**config.mk**
```make
export PLATFORM = sky130hd
export DESIGN_NAME = scl_top
export DESIGN_NICKNAME = d
export VERILOG_FILES = /design/src/design/scl_pkg.sv /design/src/design/scl_top.sv
export SDC_FILE = /design/constraint.sdc
export NUM_CORES = 1
export LEC_CHECK = 0
export BUFFER_PORTS_ARGS = -buffer_cell sky130_fd_sc_hd__buf_2
export CORE_AREA = 2 2 303 305
export CTS_BUF_LIST = sky130_fd_sc_hd__clkbuf_4 sky130_fd_sc_hd__clkbuf_8
export DETAILED_ROUTE_END_ITERATION = 16
export DIE_AREA = 0 0 305 307
export GPL_ROUTABILITY_DRIVEN = 0
export SYNTH_ARGS = -nofsm -noshare
export SYNTH_HDL_FRONTEND = slang
export SYNTH_SLANG_ARGS = --single-unit
```
**constraint.sdc**
```tcl
create_clock -name aclk -period 4.2 [get_ports aclk]
set_input_delay 0.84 -clock aclk [delete_from_list [all_inputs] [get_ports aclk]]
set_output_delay 0.84 -clock aclk [all_outputs]
set_load 0.02 [all_outputs]
```
**src/design/scl_pkg.sv**
```systemverilog
package scl_pkg;
  // timing
  localparam int unsigned CLK_PERIOD_NS = 100;
  localparam int unsigned WAKE_GAP_US = 30;
  localparam int unsigned WAKE_GAP_CYC =
    (WAKE_GAP_US * 1000 + CLK_PERIOD_NS - 1) / CLK_PERIOD_NS;
  localparam logic [8:0] GAP_CNT = 9'(WAKE_GAP_CYC);
  localparam logic [3:0] SCK_HALF = 4'h4; // aclk cycles per sck phase
  // flash command framing
  localparam logic [7:0] OP_WAKE = 8'hab;
  localparam logic [7:0] OP_FREAD = 8'h0b;
  localparam logic [23:0] FLASH_BASE = 24'h000000;
  localparam logic [7:0] DUMMY = 8'h00;
  localparam logic [5:0] WAKE_BITS = 6'h08;
  localparam logic [5:0] READ_BITS = 6'h28;
  localparam logic [5:0] WORD_BITS = 6'h20;
  localparam logic [1:0] FIFO_DEPTH = 2'h2;
  // register byte offsets
  localparam logic [3:0] REG_CTRL = 4'h0;
  localparam logic [3:0] REG_LEN = 4'h4;
  localparam logic [3:0] REG_STATUS = 4'h8;
  localparam logic [3:0] REG_COUNT = 4'hc;
  // control fields
  localparam int CTRL_MODE = 0; // two bits
  localparam int CTRL_ENC = 2;
  localparam int CTRL_AUTH = 3;
  localparam int CTRL_COMP = 4;
  localparam int CTRL_EXTCLK = 5;
  localparam int CTRL_WIDTH = 8; // three bits, log2 of width
  localparam logic [31:0] CTRL_RST = 32'h00000000;
  localparam logic [31:0] LEN_RST = 32'h00000000;
  // status fields
  localparam int STAT_ST = 0; // four bits
  localparam int STAT_ERR = 8; // three bits
  localparam int STAT_USER = 16;
  // modes and widths
  localparam logic [1:0] MODE_ACT = 2'h0;
  localparam logic [1:0] MODE_PAS = 2'h1;
  localparam logic [1:0] MODE_JTAG = 2'h2;
  localparam logic [2:0] W_X16 = 3'h4;
  localparam logic [2:0] W_X32 = 3'h5;
  // jtag instruction codes, values arbitrary
  localparam logic [3:0] JI_IDCODE = 4'h1;
  localparam logic [3:0] JI_STATUS = 4'h2;
  localparam logic [3:0] JI_PROGRAM = 4'h3;
  localparam logic [3:0] JI_BYPASS = 4'hf;
  // error codes
  localparam logic [2:0] ERR_NONE = 3'h0;
  localparam logic [2:0] ERR_COMP = 3'h1;
  localparam logic [2:0] ERR_WIDTH = 3'h2;
  localparam logic [2:0] ERR_OVFL = 3'h3;
  localparam logic [2:0] ERR_AUTH = 3'h4;
  localparam logic [2:0] ERR_MODE = 3'h5;
  // bus answers
  localparam logic [1:0] RESP_OKAY = 2'h0;
  localparam logic [1:0] RESP_SLVERR = 2'h2;

  typedef enum logic [3:0] {
    ST_IDLE, ST_WAKE, ST_GAP, ST_READ_CMD, ST_ACTIVE,
    ST_PASSIVE, ST_JTAG, ST_CHECK, ST_USER, ST_FAIL
  } scl_state_e;

  // pins from outside the aclk domain
  typedef struct packed {
    logic cfg_rst_n;
    logic ext_clk;
    logic miso;
    logic pclk;
    logic pcs_n;
    logic [31:0] pdata;
    logic tck;
    logic tdi;
  } scl_pins_s;

  typedef struct packed {
    scl_pins_s s1, s2, s3;
    scl_state_e st;
    logic [31:0] ctrl, len;
    logic [2:0] err;
    logic [8:0] gap;
    logic [3:0] div;
    logic sck, cs_n, mosi;
    logic [39:0] sh;
    logic [5:0] bits;
    logic [31:0] acc;
    logic [5:0] acc_n;
    logic [1:0][31:0] fifo;
    logic wp, rp;
    logic [1:0] cnt;
    logic [31:0] written;
    logic mem_we;
    logic [31:0] mem_addr, mem_data;
    logic aw_got, w_got;
    logic [3:0] awaddr;
    logic [31:0] wdata;
    logic [3:0] wstrb;
    logic bvalid, rvalid;
    logic [1:0] bresp, rresp;
    logic [31:0] rdata;
  } scl_state_s;
endpackage

```
**src/design/scl_top.sv**
```systemverilog
// The AXI4-Lite slave port and the address map were left to the implementer.
`timescale 1ns/1ps
// Notes on behaviour
// - active load wakes the flash before reading
// - at least 30 us from wake to read
// - fast read starts at flash address zero
// - flash clock from oscillator or external pin
// - jtag port can also load the bitstream
// - encrypted words decrypted before being stored
// - authenticated loads need a valid signature
// - carried key hash checked against fuse hash
// - bad signature halts, never user mode
// - encryption and authentication chosen independently
// - no security with compressed bitstreams
// - blocked jtag keeps only id, status, bypass
// - security refuses passive x16 and x32
// - user mode only after memory written
module scl_top (
  // clock and reset
  input wire logic aclk,
  input wire logic aresetn,
  // axi4-lite slave
  input wire logic [3:0] s_axi_awaddr,
  input wire logic s_axi_awvalid,
  output logic s_axi_awready,
  input wire logic [31:0] s_axi_wdata,
  input wire logic [3:0] s_axi_wstrb,
  input wire logic s_axi_wvalid,
  output logic s_axi_wready,
  output logic [1:0] s_axi_bresp,
  output logic s_axi_bvalid,
  input wire logic s_axi_bready,
  input wire logic [3:0] s_axi_araddr,
  input wire logic s_axi_arvalid,
  output logic s_axi_arready,
  output logic [31:0] s_axi_rdata,
  output logic [1:0] s_axi_rresp,
  output logic s_axi_rvalid,
  input wire logic s_axi_rready,
  // configuration pins
  input wire logic config_reset_n,
  input wire logic external_cfg_clock_pin,
  // flash link
  output logic spi_sck,
  output logic spi_cs_n,
  output logic spi_mosi,
  input wire logic spi_miso,
  // passive link
  input wire logic pas_clk,
  input wire logic pas_cs_n,
  input wire logic [31:0] pas_data,
  // jtag data and decoded instruction
  input wire logic jtag_tck,
  input wire logic jtag_tdi,
  input wire logic [3:0] jtag_instr,
  output logic jtag_allow,
  // fuses
  input wire logic fuse_jtag_block,
  input wire logic [255:0] fuse_pk_hash,
  // crypto engines
  input wire logic [31:0] ks_word,
  input wire logic ks_valid,
  output logic ks_ready,
  output logic [31:0] auth_word,
  output logic auth_valid,
  input wire logic [255:0] pk_hash,
  input wire logic pk_hash_valid,
  input wire logic sig_done,
  input wire logic sig_ok,
  // configuration memory write port
  output logic config_memory_we,
  output logic [31:0] config_memory_addr,
  output logic [31:0] config_memory_wdata,
  // status
  output logic user_mode
);
  scl_pkg::scl_state_s q, d; // whole module state
  scl_pkg::scl_pins_s pins; // raw outside pins
  logic sec, start, itick, tick, stall, ev, push, pop, full;
  logic stream, hash_ok, jtag_prog;
  logic [31:0] ev_bits, head, wdat, wmask;
  logic [5:0] ev_k;

  // fold low k bits of b into the word under assembly
  function automatic logic [31:0] gather(logic [31:0] acc,
      logic [31:0] b, logic [5:0] k);
    logic [31:0] m;
    m = ~({32{1'b1}} << k);
    gather = (k == scl_pkg::WORD_BITS) ? b : ((acc << k) | (b & m));
  endfunction

  assign pins = {config_reset_n, external_cfg_clock_pin, spi_miso,
    pas_clk, pas_cs_n, pas_data, jtag_tck, jtag_tdi};

  // bus handshakes are combinational off held flags
  assign s_axi_awready = !q.aw_got && !q.bvalid;
  assign s_axi_wready = !q.w_got && !q.bvalid;
  assign s_axi_arready = !q.rvalid;
  assign s_axi_bvalid = q.bvalid;
  assign s_axi_bresp = q.bresp;
  assign s_axi_rvalid = q.rvalid;
  assign s_axi_rdata = q.rdata;
  assign s_axi_rresp = q.rresp;
  assign spi_sck = q.sck;
  assign spi_cs_n = q.cs_n;
  assign spi_mosi = q.mosi;
  assign config_memory_we = q.mem_we;
  assign config_memory_addr = q.mem_addr;
  assign config_memory_wdata = q.mem_data;
  assign auth_valid = q.mem_we && q.ctrl[scl_pkg::CTRL_AUTH];
  assign auth_word = q.mem_data;
  assign user_mode = (q.st == scl_pkg::ST_USER);

  // blocked fuse leaves only the three harmless opcodes
  assign jtag_allow = !fuse_jtag_block ||
    jtag_instr == scl_pkg::JI_IDCODE ||
    jtag_instr == scl_pkg::JI_STATUS ||
    jtag_instr == scl_pkg::JI_BYPASS;
  assign jtag_prog = jtag_allow && jtag_instr == scl_pkg::JI_PROGRAM;

  // either security bit, encryption or authentication, makes the load secure
  assign sec = q.ctrl[scl_pkg::CTRL_ENC] ||
    q.ctrl[scl_pkg::CTRL_AUTH];
  // the host owns the reset edge
  assign start = q.s2.cfg_rst_n && !q.s3.cfg_rst_n;
  assign stream = q.st == scl_pkg::ST_ACTIVE ||
    q.st == scl_pkg::ST_PASSIVE || q.st == scl_pkg::ST_JTAG;
  assign full = q.cnt == scl_pkg::FIFO_DEPTH;
  assign head = q.fifo[q.rp];
  // the key never enters here, only the engine keystream
  assign wdat = q.ctrl[scl_pkg::CTRL_ENC] ?
    head ^ ks_word : head;
  // drain one word when the keystream is there, if needed
  assign pop = stream && q.cnt != 2'h0 && q.written != q.len &&
    (!q.ctrl[scl_pkg::CTRL_ENC] || ks_valid);
  assign ks_ready = pop && q.ctrl[scl_pkg::CTRL_ENC];
  assign hash_ok = pk_hash_valid &&
    pk_hash == fuse_pk_hash;
  // full buffer holds the flash clock, no word lost
  assign stall = q.st == scl_pkg::ST_ACTIVE && full;
  assign itick = q.div == 4'h0;
  // flash clock source chosen by software
  assign tick = q.ctrl[scl_pkg::CTRL_EXTCLK] ?
    (q.s2.ext_clk && !q.s3.ext_clk) : itick;

  // one bit-group event per link edge
  always_comb begin
    ev = 1'b0;
    ev_bits = 32'h0;
    ev_k = 6'h01;
    if (q.st == scl_pkg::ST_ACTIVE && tick && !stall && !q.sck) begin
      ev = 1'b1;
      ev_bits = {31'h0, q.s2.miso};
    end else if (q.st == scl_pkg::ST_PASSIVE) begin
      // host is master: its clock, select and data
      ev = q.s2.pclk && !q.s3.pclk && !q.s2.pcs_n;
      ev_bits = q.s2.pdata;
      ev_k = 6'h01 << q.ctrl[scl_pkg::CTRL_WIDTH +: 3];
    end else if (q.st == scl_pkg::ST_JTAG) begin
      // program opcode must be active and not blocked
      ev = q.s2.tck && !q.s3.tck && jtag_prog;
      ev_bits = {31'h0, q.s2.tdi};
    end
    push = ev && (q.acc_n + ev_k == scl_pkg::WORD_BITS);
  end

  // byte-lane mask from the write strobes
  always_comb begin
    wmask = 32'h0;
    for (int i = 0; i < 4; i++) begin
      wmask[i*8 +: 8] = {8{q.wstrb[i]}};
    end
  end

  // next state of everything
  always_comb begin
    d = q;
    d.s1 = pins;
    d.s2 = q.s1;
    d.s3 = q.s2;
    d.mem_we = 1'b0;
    d.div = itick ? scl_pkg::SCK_HALF - 4'h1 : q.div - 4'h1;
    // write channel, address and data in either order
    if (s_axi_awvalid && s_axi_awready) begin
      d.aw_got = 1'b1;
      d.awaddr = s_axi_awaddr;
    end
    if (s_axi_wvalid && s_axi_wready) begin
      d.w_got = 1'b1;
      d.wdata = s_axi_wdata;
      d.wstrb = s_axi_wstrb;
    end
    if (q.aw_got && q.w_got) begin
      d.aw_got = 1'b0;
      d.w_got = 1'b0;
      d.bvalid = 1'b1;
      d.bresp = scl_pkg::RESP_OKAY;
      // setup is frozen while words stream and during the check, not in wake, gap or read command
      if (q.awaddr == scl_pkg::REG_CTRL) begin
        if (!stream && q.st != scl_pkg::ST_CHECK) begin
          d.ctrl = (q.ctrl & ~wmask) | (q.wdata & wmask);
        end
      end else if (q.awaddr == scl_pkg::REG_LEN) begin
        if (!stream && q.st != scl_pkg::ST_CHECK) begin
          d.len = (q.len & ~wmask) | (q.wdata & wmask);
        end
      end else if (q.awaddr != scl_pkg::REG_STATUS &&
          q.awaddr != scl_pkg::REG_COUNT) begin
        d.bresp = scl_pkg::RESP_SLVERR;
      end
    end
    if (q.bvalid && s_axi_bready) begin
      d.bvalid = 1'b0;
    end
    // read channel
    if (s_axi_arvalid && s_axi_arready) begin
      d.rvalid = 1'b1;
      d.rdata = 32'h0;
      d.rresp = scl_pkg::RESP_OKAY;
      if (s_axi_araddr == scl_pkg::REG_CTRL) begin
        d.rdata = q.ctrl;
      end else if (s_axi_araddr == scl_pkg::REG_LEN) begin
        d.rdata = q.len;
      end else if (s_axi_araddr == scl_pkg::REG_STATUS) begin
        d.rdata[scl_pkg::STAT_ST +: 4] = q.st;
        d.rdata[scl_pkg::STAT_ERR +: 3] = q.err;
        d.rdata[scl_pkg::STAT_USER] = user_mode;
      end else if (s_axi_araddr == scl_pkg::REG_COUNT) begin
        d.rdata = q.written;
      end else begin
        d.rresp = scl_pkg::RESP_SLVERR;
      end
    end else if (q.rvalid && s_axi_rready) begin
      d.rvalid = 1'b0;
    end
    // word assembly into the two-entry buffer
    if (ev) begin
      d.acc = gather(q.acc, ev_bits, ev_k);
      d.acc_n = push ? 6'h00 : q.acc_n + ev_k;
    end
    if (push && !full) begin
      d.fifo[q.wp] = gather(q.acc, ev_bits, ev_k);
      d.wp = !q.wp;
    end
    if (pop) begin
      // memory write carries the clear word
      d.rp = !q.rp;
      d.mem_we = 1'b1;
      d.mem_addr = q.written;
      d.mem_data = wdat;
      d.written = q.written + 32'h1;
    end
    d.cnt = q.cnt + {1'b0, push && !full} - {1'b0, pop};
    // flash shifter: data changes on the falling sck edge
    if ((q.st == scl_pkg::ST_WAKE || q.st == scl_pkg::ST_READ_CMD ||
        q.st == scl_pkg::ST_ACTIVE) && tick && !stall) begin
      d.sck = !q.sck;
      if (q.sck && q.st != scl_pkg::ST_ACTIVE) begin
        d.sh = q.sh << 1;
        d.mosi = q.sh[38];
        d.bits = q.bits - 6'h01;
      end
    end
    case (q.st)
      scl_pkg::ST_IDLE, scl_pkg::ST_USER, scl_pkg::ST_FAIL: begin
        if (start) begin
          d.err = scl_pkg::ERR_NONE;
          d.written = 32'h0;
          d.acc_n = 6'h00;
          d.cnt = 2'h0;
          d.wp = 1'b0;
          d.rp = 1'b0;
          if (sec && q.ctrl[scl_pkg::CTRL_COMP]) begin
            d.st = scl_pkg::ST_FAIL;
            d.err = scl_pkg::ERR_COMP;
          end else if (sec &&
              q.ctrl[scl_pkg::CTRL_MODE +: 2] == scl_pkg::MODE_PAS &&
              q.ctrl[scl_pkg::CTRL_WIDTH +: 3] >= scl_pkg::W_X16) begin
            d.st = scl_pkg::ST_FAIL;
            d.err = scl_pkg::ERR_WIDTH;
          end else if (q.ctrl[scl_pkg::CTRL_WIDTH +: 3] >
              scl_pkg::W_X32) begin
            d.st = scl_pkg::ST_FAIL;
            d.err = scl_pkg::ERR_WIDTH;
          end else if (q.ctrl[scl_pkg::CTRL_MODE +: 2] ==
              scl_pkg::MODE_ACT) begin
            // wake-up opcode goes out first
            d.st = scl_pkg::ST_WAKE;
            d.sh = {scl_pkg::OP_WAKE, 32'h0};
            d.mosi = scl_pkg::OP_WAKE[7];
            d.bits = scl_pkg::WAKE_BITS;
            d.cs_n = 1'b0;
            d.sck = 1'b0;
          end else if (q.ctrl[scl_pkg::CTRL_MODE +: 2] ==
              scl_pkg::MODE_PAS) begin
            // no data check before 32 us; host keeps that gap
            d.st = scl_pkg::ST_PASSIVE;
          end else if (q.ctrl[scl_pkg::CTRL_MODE +: 2] ==
              scl_pkg::MODE_JTAG) begin
            d.st = scl_pkg::ST_JTAG;
          end else begin
            d.st = scl_pkg::ST_FAIL;
            d.err = scl_pkg::ERR_MODE;
          end
        end
      end
      scl_pkg::ST_WAKE: begin
        // last bit shifted: release select, start the gap
        if (d.bits == 6'h00) begin
          d.st = scl_pkg::ST_GAP;
          d.cs_n = 1'b1;
          d.mosi = 1'b0;
          d.gap = scl_pkg::GAP_CNT;
        end
      end
      scl_pkg::ST_GAP: begin
        if (q.gap == 9'h000) begin
          // fast read from address zero, then one dummy byte
          d.st = scl_pkg::ST_READ_CMD;
          d.sh = {scl_pkg::OP_FREAD, scl_pkg::FLASH_BASE,
            scl_pkg::DUMMY};
          d.mosi = scl_pkg::OP_FREAD[7];
          d.bits = scl_pkg::READ_BITS;
          d.cs_n = 1'b0;
          d.sck = 1'b0;
        end else begin
          d.gap = q.gap - 9'h001;
        end
      end
      scl_pkg::ST_READ_CMD: begin
        if (d.bits == 6'h00) begin
          d.st = scl_pkg::ST_ACTIVE;
          d.mosi = 1'b0;
        end
      end
      scl_pkg::ST_ACTIVE, scl_pkg::ST_PASSIVE, scl_pkg::ST_JTAG: begin
        if (push && full) begin
          // passive and jtag sources cannot be held off
          d.st = scl_pkg::ST_FAIL;
          d.err = scl_pkg::ERR_OVFL;
        end else if (q.written == q.len) begin
          d.st = scl_pkg::ST_CHECK;
          d.cs_n = 1'b1;
          d.sck = 1'b0;
        end
      end
      scl_pkg::ST_CHECK: begin
        // all words stored before any verdict counts
        if (!q.ctrl[scl_pkg::CTRL_AUTH]) begin
          d.st = scl_pkg::ST_USER;
        end else if (sig_done) begin
          // engine verdict plus fuse hash match
          if (sig_ok && hash_ok) begin
            d.st = scl_pkg::ST_USER;
          end else begin
            d.st = scl_pkg::ST_FAIL;
            d.err = scl_pkg::ERR_AUTH;
          end
        end
      end
      default: begin
        d.st = scl_pkg::ST_FAIL;
      end
    endcase
    // config reset low aborts and leaves user mode
    if (!q.s2.cfg_rst_n) begin
      d.st = scl_pkg::ST_IDLE;
      d.cs_n = 1'b1;
      d.sck = 1'b0;
    end
  end

  // register the whole state
  always_ff @(posedge aclk) begin
    if (!aresetn) begin
      q <= '0;
      q.st <= scl_pkg::ST_IDLE;
      q.ctrl <= scl_pkg::CTRL_RST;
      q.len <= scl_pkg::LEN_RST;
      q.cs_n <= 1'b1;
      q.s1.cfg_rst_n <= 1'b1;
      q.s2.cfg_rst_n <= 1'b1;
      q.s3.cfg_rst_n <= 1'b1;
      q.s1.pcs_n <= 1'b1;
      q.s2.pcs_n <= 1'b1;
      q.s3.pcs_n <= 1'b1;
    end else begin
      q <= d;
    end
  end
endmodule

```
==> metrics.md, run 1 <==
| Metric | Value |
|---|---|
| Reg2reg start | `q[413]` |
| Num ports | `between 700 and 800` |
| Clock sink count | `about 500` |
| Unique cell type count in the Yosys netlist | `81` |
| CP Launch Type | `flip-flop` |
| Die width | `305 µm` |
| CTS buffer count | `78` |
| Worst-path clk slew | `~60 ps` |
| Row Count | `approximately 110` |
| Post-synth top area cell | `dfxtp_1` |
| Height of the chip | `307 µm` |
| Async SR Flop Fraction | `0%` |
| Syn Inst Count | `roughly 3,200` |
| Count of final max-slew check failures | `0` |
| Post-Route WL | `~130,000 µm` |
| PD cells | `roughly 330 nW/µm²` |
| DR top layer | `met5` |
| Max-cap violations | `0` |
| Crit end category | `flip-flop` |
| Most common cell after layout, fill and taps aside | `buf_2` |
| H-Tree Depth | `3` |
| Overflow after GRT | `0` |
| DP Wirelength | `between 100,000 and 150,000 µm` |
| Drt pass-1 iters | `8` |
| Critical R2R Capture | `q[203]` |
| Avg Inst Size Synth | `around 8.0 µm²` |
| Post-DR vias/cell | `between 5 and 6` |
| Drt initial violations | `between 2,000 and 2,500` |
| RSZ-0062 raised after global routing | `no` |
| Area Growth Syn to Fin | `23.3%` |
| Fin. Hold Viols | `0` |
| Hold depth | `2` |
| Share of layout cells above drive strength 1 | `a little over a quarter` |
| Fin crit period | `about 4000 ps` |
| Routed wire per std cell | `26.0 µm` |
| Wire length of the first global-routing pass | `around 180,000 µm` |
| Vias | `26,395` |
| Drc violations | `0` |
| Maximum vdd drop | `between 0.15 and 0.2 mV` |
| Worst-Skew Late Latency | `690 ps` |
| Worst EP arrival | `around 4400 ps` |
| Most frequent cells in the layout | `buf_2, nand2_1, dfxtp_1, a21oi_1, nor2_1` |
| P_leak | `roughly 13 nW` |
| Synth warn | `0` |
| Worst hold path type | `primary input to flip-flop` |
| Flops & latches, synth | `between 400 and 500` |
| Largest net degree at the start of global routing | `approximately 140` |
| Routed wl met3 | `between 8000 and 9000 µm` |
| Max clock buf depth | `3` |
| Worst R2R Setup Slack | `between 200 and 300 ps` |
| Hold_buf cts | `0` |
| Mapped cell area | `~26,000 µm²` |
| DIE AREA | `~94,000 µm²` |
| Data required time of the worst path | `approximately 4700 ps` |
| Worst Hold Launch | `s_axi_rready` |
| Final Setup Violations | `0` |
| Hold Crit Endpoint | `s_axi_rvalid` |
| Ys flop type | `dfxtp_1` |
| Clk root buf | `clkbuf_8` |
| Sequential area share after synthesis | `about two fifths` |
| Hold slack | `roughly 360 ps` |
| Cts repair resizes | `0` |
| Worst slew pin tran | `between 1000 and 1500 ps` |
| Post-Route M1 WL | `around 49,000 µm` |
| Area share of the largest cell type after synthesis | `38.3%` |
| Via count of the first global-routing pass | `~25,000` |
| Placeable Area | `just over 90,000 µm²` |
| Status | `finished clean` |
| Worst Path Class, Setup | `flip-flop to flip-flop` |
| Initial antenna violation count | `approximately 120` |
| Starting Density | `28.5%` |
| Post-synth EDFFs | `0` |
| Setup TNS | `0 ps` |
| Peak Freq | `0.256 GHz` |
| CTS tree | `done` |
| Post-CTS Setup Repair Bufs | `0` |
| Total track usage | `a little over a quarter` |
| Reg2Reg Depth | `16` |
| Relative slew margins | `about a quarter` |
| Final period utilization | `between 90% and 100%` |
| Synth area leaders | `dfxtp_1, nand2_1, a21oi_1` |
| Final antenna-violating net count | `0` |
| Critical Path Fanout Max | `just over 50` |
| Worst-case clock skew | `between 30 and 40 ps` |
| # port buffers | `~790` |
| Fin nets | `~4,500` |
| Met2 WL | `around 67,000 µm` |
==> power by group <==
part           internal (mW)  switching [mW]
clock network           2.40            1.92
registers               4.80          0.0859
logic                  0.564           0.813
==> kinds of logic after synthesis <==
logic type,synth area share [%]
buffers and inverters,8.93
AND/OR/NAND/NOR,22.0
multiplexers,5.22
flip-flops,38.3
XOR/XNOR,8.36
adder cells (fa/ha/maj),0.996
other,0.0145
AO/OA/AOI/OAI,16.2
==> final cells by class <==
class	instances	area (µm²)
multi-input cells	2281	13700
diodes	43	108
flip-flops and latches	495	9910
inverters	140	533
clock buffers	114	1450
clock inverters	15	181
fillers	9633	58800
repair buffers	861	4550
well taps	1186	1480
==> cells in the mapped netlist, drive strengths merged (12+ instances only) <==
cell       n
nand2    504
dfxtp    495
a21oi    300
nor2     215
clkbuf   170
buf      164
xnor2    146
inv      139
mux2i    117
o21ai    110
xor2     101
nand3     99
and2      89
nor2b     53
nand4     50
o22ai     50
nand2b    46
nor4      42
a22oi     38
nor3      37
a211oi    35
a31oi     21
ha        19
a22o      17
and3      16
mux2      16
a221oi    14
o2111ai   12
==> how the worst max path moves through the flow <==
stage | slack, ps | to | startpoint | depth (start not counted)
floorplan | 150 | q[213] | q[415] | 18
global placement | 190 | q[347] | fuse_pk_hash[119] | 10
detailed placement | 230 | q[347] | fuse_pk_hash[119] | 10
CTS | 320 | q[235] | q[413] | 16
global route | 60 | q[235] | q[413] | 17
finish | 300 | q[203] | q[413] | 16
==> per-layer routing <==
metal / vias up / GRT usage [%]
li1: 12255 / -
met1: 12378 / 30.6
met2: 1353 / 48.6
met3: 393 / 4.03
met4: 16 / 17.1
met5: - / 0
==> through the flow <==
| step | instance area [µm²] | power [mW] | cells | setup slack, ps | utilization (%) |
|---|---|---|---|---|---|
| final | 31900 | 10.6 | 5135 | 296 | 35.2 |
| after global routing | 31900 | 11.0 | 5127 | 59.1 | 35.2 |
| after CTS | 31800 | 10.6 | 5092 | 316 | 35.1 |
| after detailed placement | 30200 | 6.34 | 4963 | 227 | 33.3 |
| after global placement | 30200 | 6.33 | 4963 | 192 | 33.3 |
| after floorplan | 25900 | 5.62 | 3250 | 148 | - |
==> critical path, stage by stage, from the launching register on <==
cell,delay [ps]
dfxtp_1,300
nand4bb_1,330
nor2_2,220
inv_2,50
ha_1,200
fa_1,440
xor2_1,180
or3_1,320
nor3_1,390
nand3_1,110
or2_2,300
inv_1,80
ha_1,190
buf_12,240
inv_1,170
nor2_1,130
nor3_1,60
(Power assumes the default switching activity.)
==> run 2, diff against run 1 <==
Settings changed: GPL_TIMING_DRIVEN set to 0.
==> run 2 against run 1 <==
  * Largest power group unchanged
  * Sequential share of layout area down 1.3 points
  * Clock power grew 2%
  * Design area grew 4.3%
  * Sequential power about the same
  * Clock skew down 1.8 ps
  * Largest cell class unchanged
==> metrics.md, run 2 (same netlist as run 1, synthesis figures left out) <==
| Metric | Value |
|---|---|
| Most frequent cells in the layout | `buf_2, nand2_1, dfxtp_1, a21oi_1, nor2_1` |
| Buf/Inv on CP | `4` |
| Setup TNS | `0 ps` |
| Final instance area | `33,300 µm²` |
| Worst-case clock skew | `about 30 ps` |
| Worst Path Class, Setup | `flip-flop to primary output` |
| CP Launch Type | `flip-flop` |
| PD cells | `~320 nW/µm²` |
| Crit-path max cell delay | `approximately 360 ps` |
| Worst path slowest cell | `clkbuf_1` |
| Total track usage | `about 29%` |
| Row Count | `about 110` |
| Via count of the first global-routing pass | `between 20,000 and 30,000` |
| Relative slew margins | `13.4%` |
| Max-cap violations | `0` |
| Largest net degree at the start of global routing | `20` |
| Maximum vdd drop | `about 0.16 mV` |
| Final period utilization | `between 90% and 100%` |
| Starting Density | `roughly 29%` |
| Num ports | `a little under 800` |
| P_leak | `13.8 nW` |
| Critical Path Fanout Max | `19` |
| Worst slew pin tran | `roughly 1300 ps` |
| # port buffers | `between 700 and 800` |
| Clock sink count | `between 400 and 500` |
| Worst EP arrival | `3300 ps` |
| Final antenna-violating net count | `0` |
| Initial antenna violation count | `between 100 and 150` |
| Fin nets | `roughly 4,800` |
| Setup WS pre-CTS | `-1330 ps` |
| Status | `finished clean` |
| Max clock buf depth | `3` |
| Pwr Total | `about 11 mW` |
| CP Cell Sequence | `clkbuf_1 -> xnor2_1 -> nand4_1 -> nor4_1 -> and2_1 -> or3_1 -> clkbuf_1 -> clkbuf_8 -> nor2_1 -> buf_2` |
| H-Tree Depth | `3` |
| Critical path's most frequent cell | `clkbuf_1` |
| DIE AREA | `93,600 µm²` |
| Vias | `about 28,000` |
| Filler cell count | `~9,700` |
| Most common cell after layout, fill and taps aside | `buf_2` |
| Placed Area | `31,300 µm²` |
| CTS tree | `done` |
| Worst Slack Setup Final | `55.8 ps` |
| Die width | `305 µm` |
| Drt pass-1 iters | `5` |
| Placed cell count | `between 5,000 and 6,000` |
| Post-route insts no fill | `5,404` |
| Worst hold path type | `primary input to flip-flop` |
| Grt peak-use layer | `met2` |
| Routed wire per std cell | `approximately 27 µm` |
| Height of the chip | `around 310 µm` |
| Share of layout cells above drive strength 1 | `roughly 28%` |
| Data required time of the worst path | `~3400 ps` |
| Count of final max-slew check failures | `0` |
| Fin. Hold Viols | `0` |
| Drt initial violations | `~2,600` |
| Worst-Skew Late Latency | `about 670 ps` |
| Post-Route WL | `approximately 140,000 µm` |
| Met3 Use GR | `under 10%` |
| Fin crit period | `4140 ps` |
| DP Wirelength | `around 120,000 µm` |
| GR Util met2 | `between 50 and 60%` |
| Hold_buf cts | `0` |
| Overflow after GRT | `0` |
| Clk root buf | `clkbuf_8` |
| Final core occ | `36.7%` |
| Area Growth Syn to Fin | `28.7%` |
| Crit end category | `primary output` |
| CTS buffer count | `just under 80` |
| Grt met1 use | `between 30% and 40%` |
| Peak Freq | `0.241 GHz` |
| Wire length of the first global-routing pass | `about 200,000 µm` |
| Final Setup Violations | `0` |
| Post-DR vias/cell | `5.15` |
| Largest delay contributor family on the critical path | `buffers and inverters` |
| Worst-path clk slew | `about 60 ps` |
| Drc violations | `0` |
| Placeable Area | `a little over 90,000 µm²` |
| Hold slack | `364 ps` |
## run 2: cell count changes in the layout (fill, tap and decap cells not counted), sizes merged
cell / change
bufinv: -1
inv: -2
diode: +7
clkbuf: +168
clkdlybuf4s18: +3
clkinv: +1
buf: +93
## run 2: area by class of cell
class                   count  area [µm²]  area share [%]
repair buffers            792        3990            12.0
flip-flops and latches    495        9910            29.8
inverters                 140         527            1.58
clock inverters            13         128           0.383
well taps                1186        1480            4.46
diodes                     50         125           0.376
multi-input cells        2281       13800            41.3
plain buffers             324        1830            5.48
clock buffers             123        1540            4.62
## run 2: worst register-to-register path, delay by kind of cell (launching register included)
| family | cells | cell delay [ps] |
|---|---|---|
| AO/OA/AOI/OAI | 1 | 230 |
| adder cells (fa/ha/maj) | 2 | 640 |
| buffers and inverters | 6 | 1090 |
| flip-flops | 1 | 400 |
| AND/OR/NAND/NOR | 7 | 1600 |
## run 2: worst paths after layout
| kind | slack (ps) | start | depth (start not counted) | end |
|---|---|---|---|---|
| worst max register to register | 120 | q[412] | 16 | q[211] |
| worst min-delay path | 360 | s_axi_rready | 2 | s_axi_rvalid |
| worst min register to register | 410 | d[489] | 1 | d[450] |
| worst max-delay path | 60 | q[162] | 10 | ks_ready |
## run 2: layer usage
metal	part of all wire, %	up-vias
li1	-	12767
met1	37	13052
met2	50	1510
met3	6.3	477
met4	6.5	22
met5	0.093	-
## run 2: timing repair
action / CTS / global route
endpoints found under the setup margin: 77 / 74
pin swaps: 3 / 2
setup buffers: 2 / 1
resized for setup: 39 / 21
## run 2: power by group
| part | switching, mW | leakage [nW] | internal (mW) |
|---|---|---|---|
| sequential | 0.0832 | 4.02 | 4.80 |
| combinational | 0.837 | 8.86 | 0.578 |
| clock | 1.95 | 0.885 | 2.44 |
| total | 2.87 | 13.8 | 7.82 |
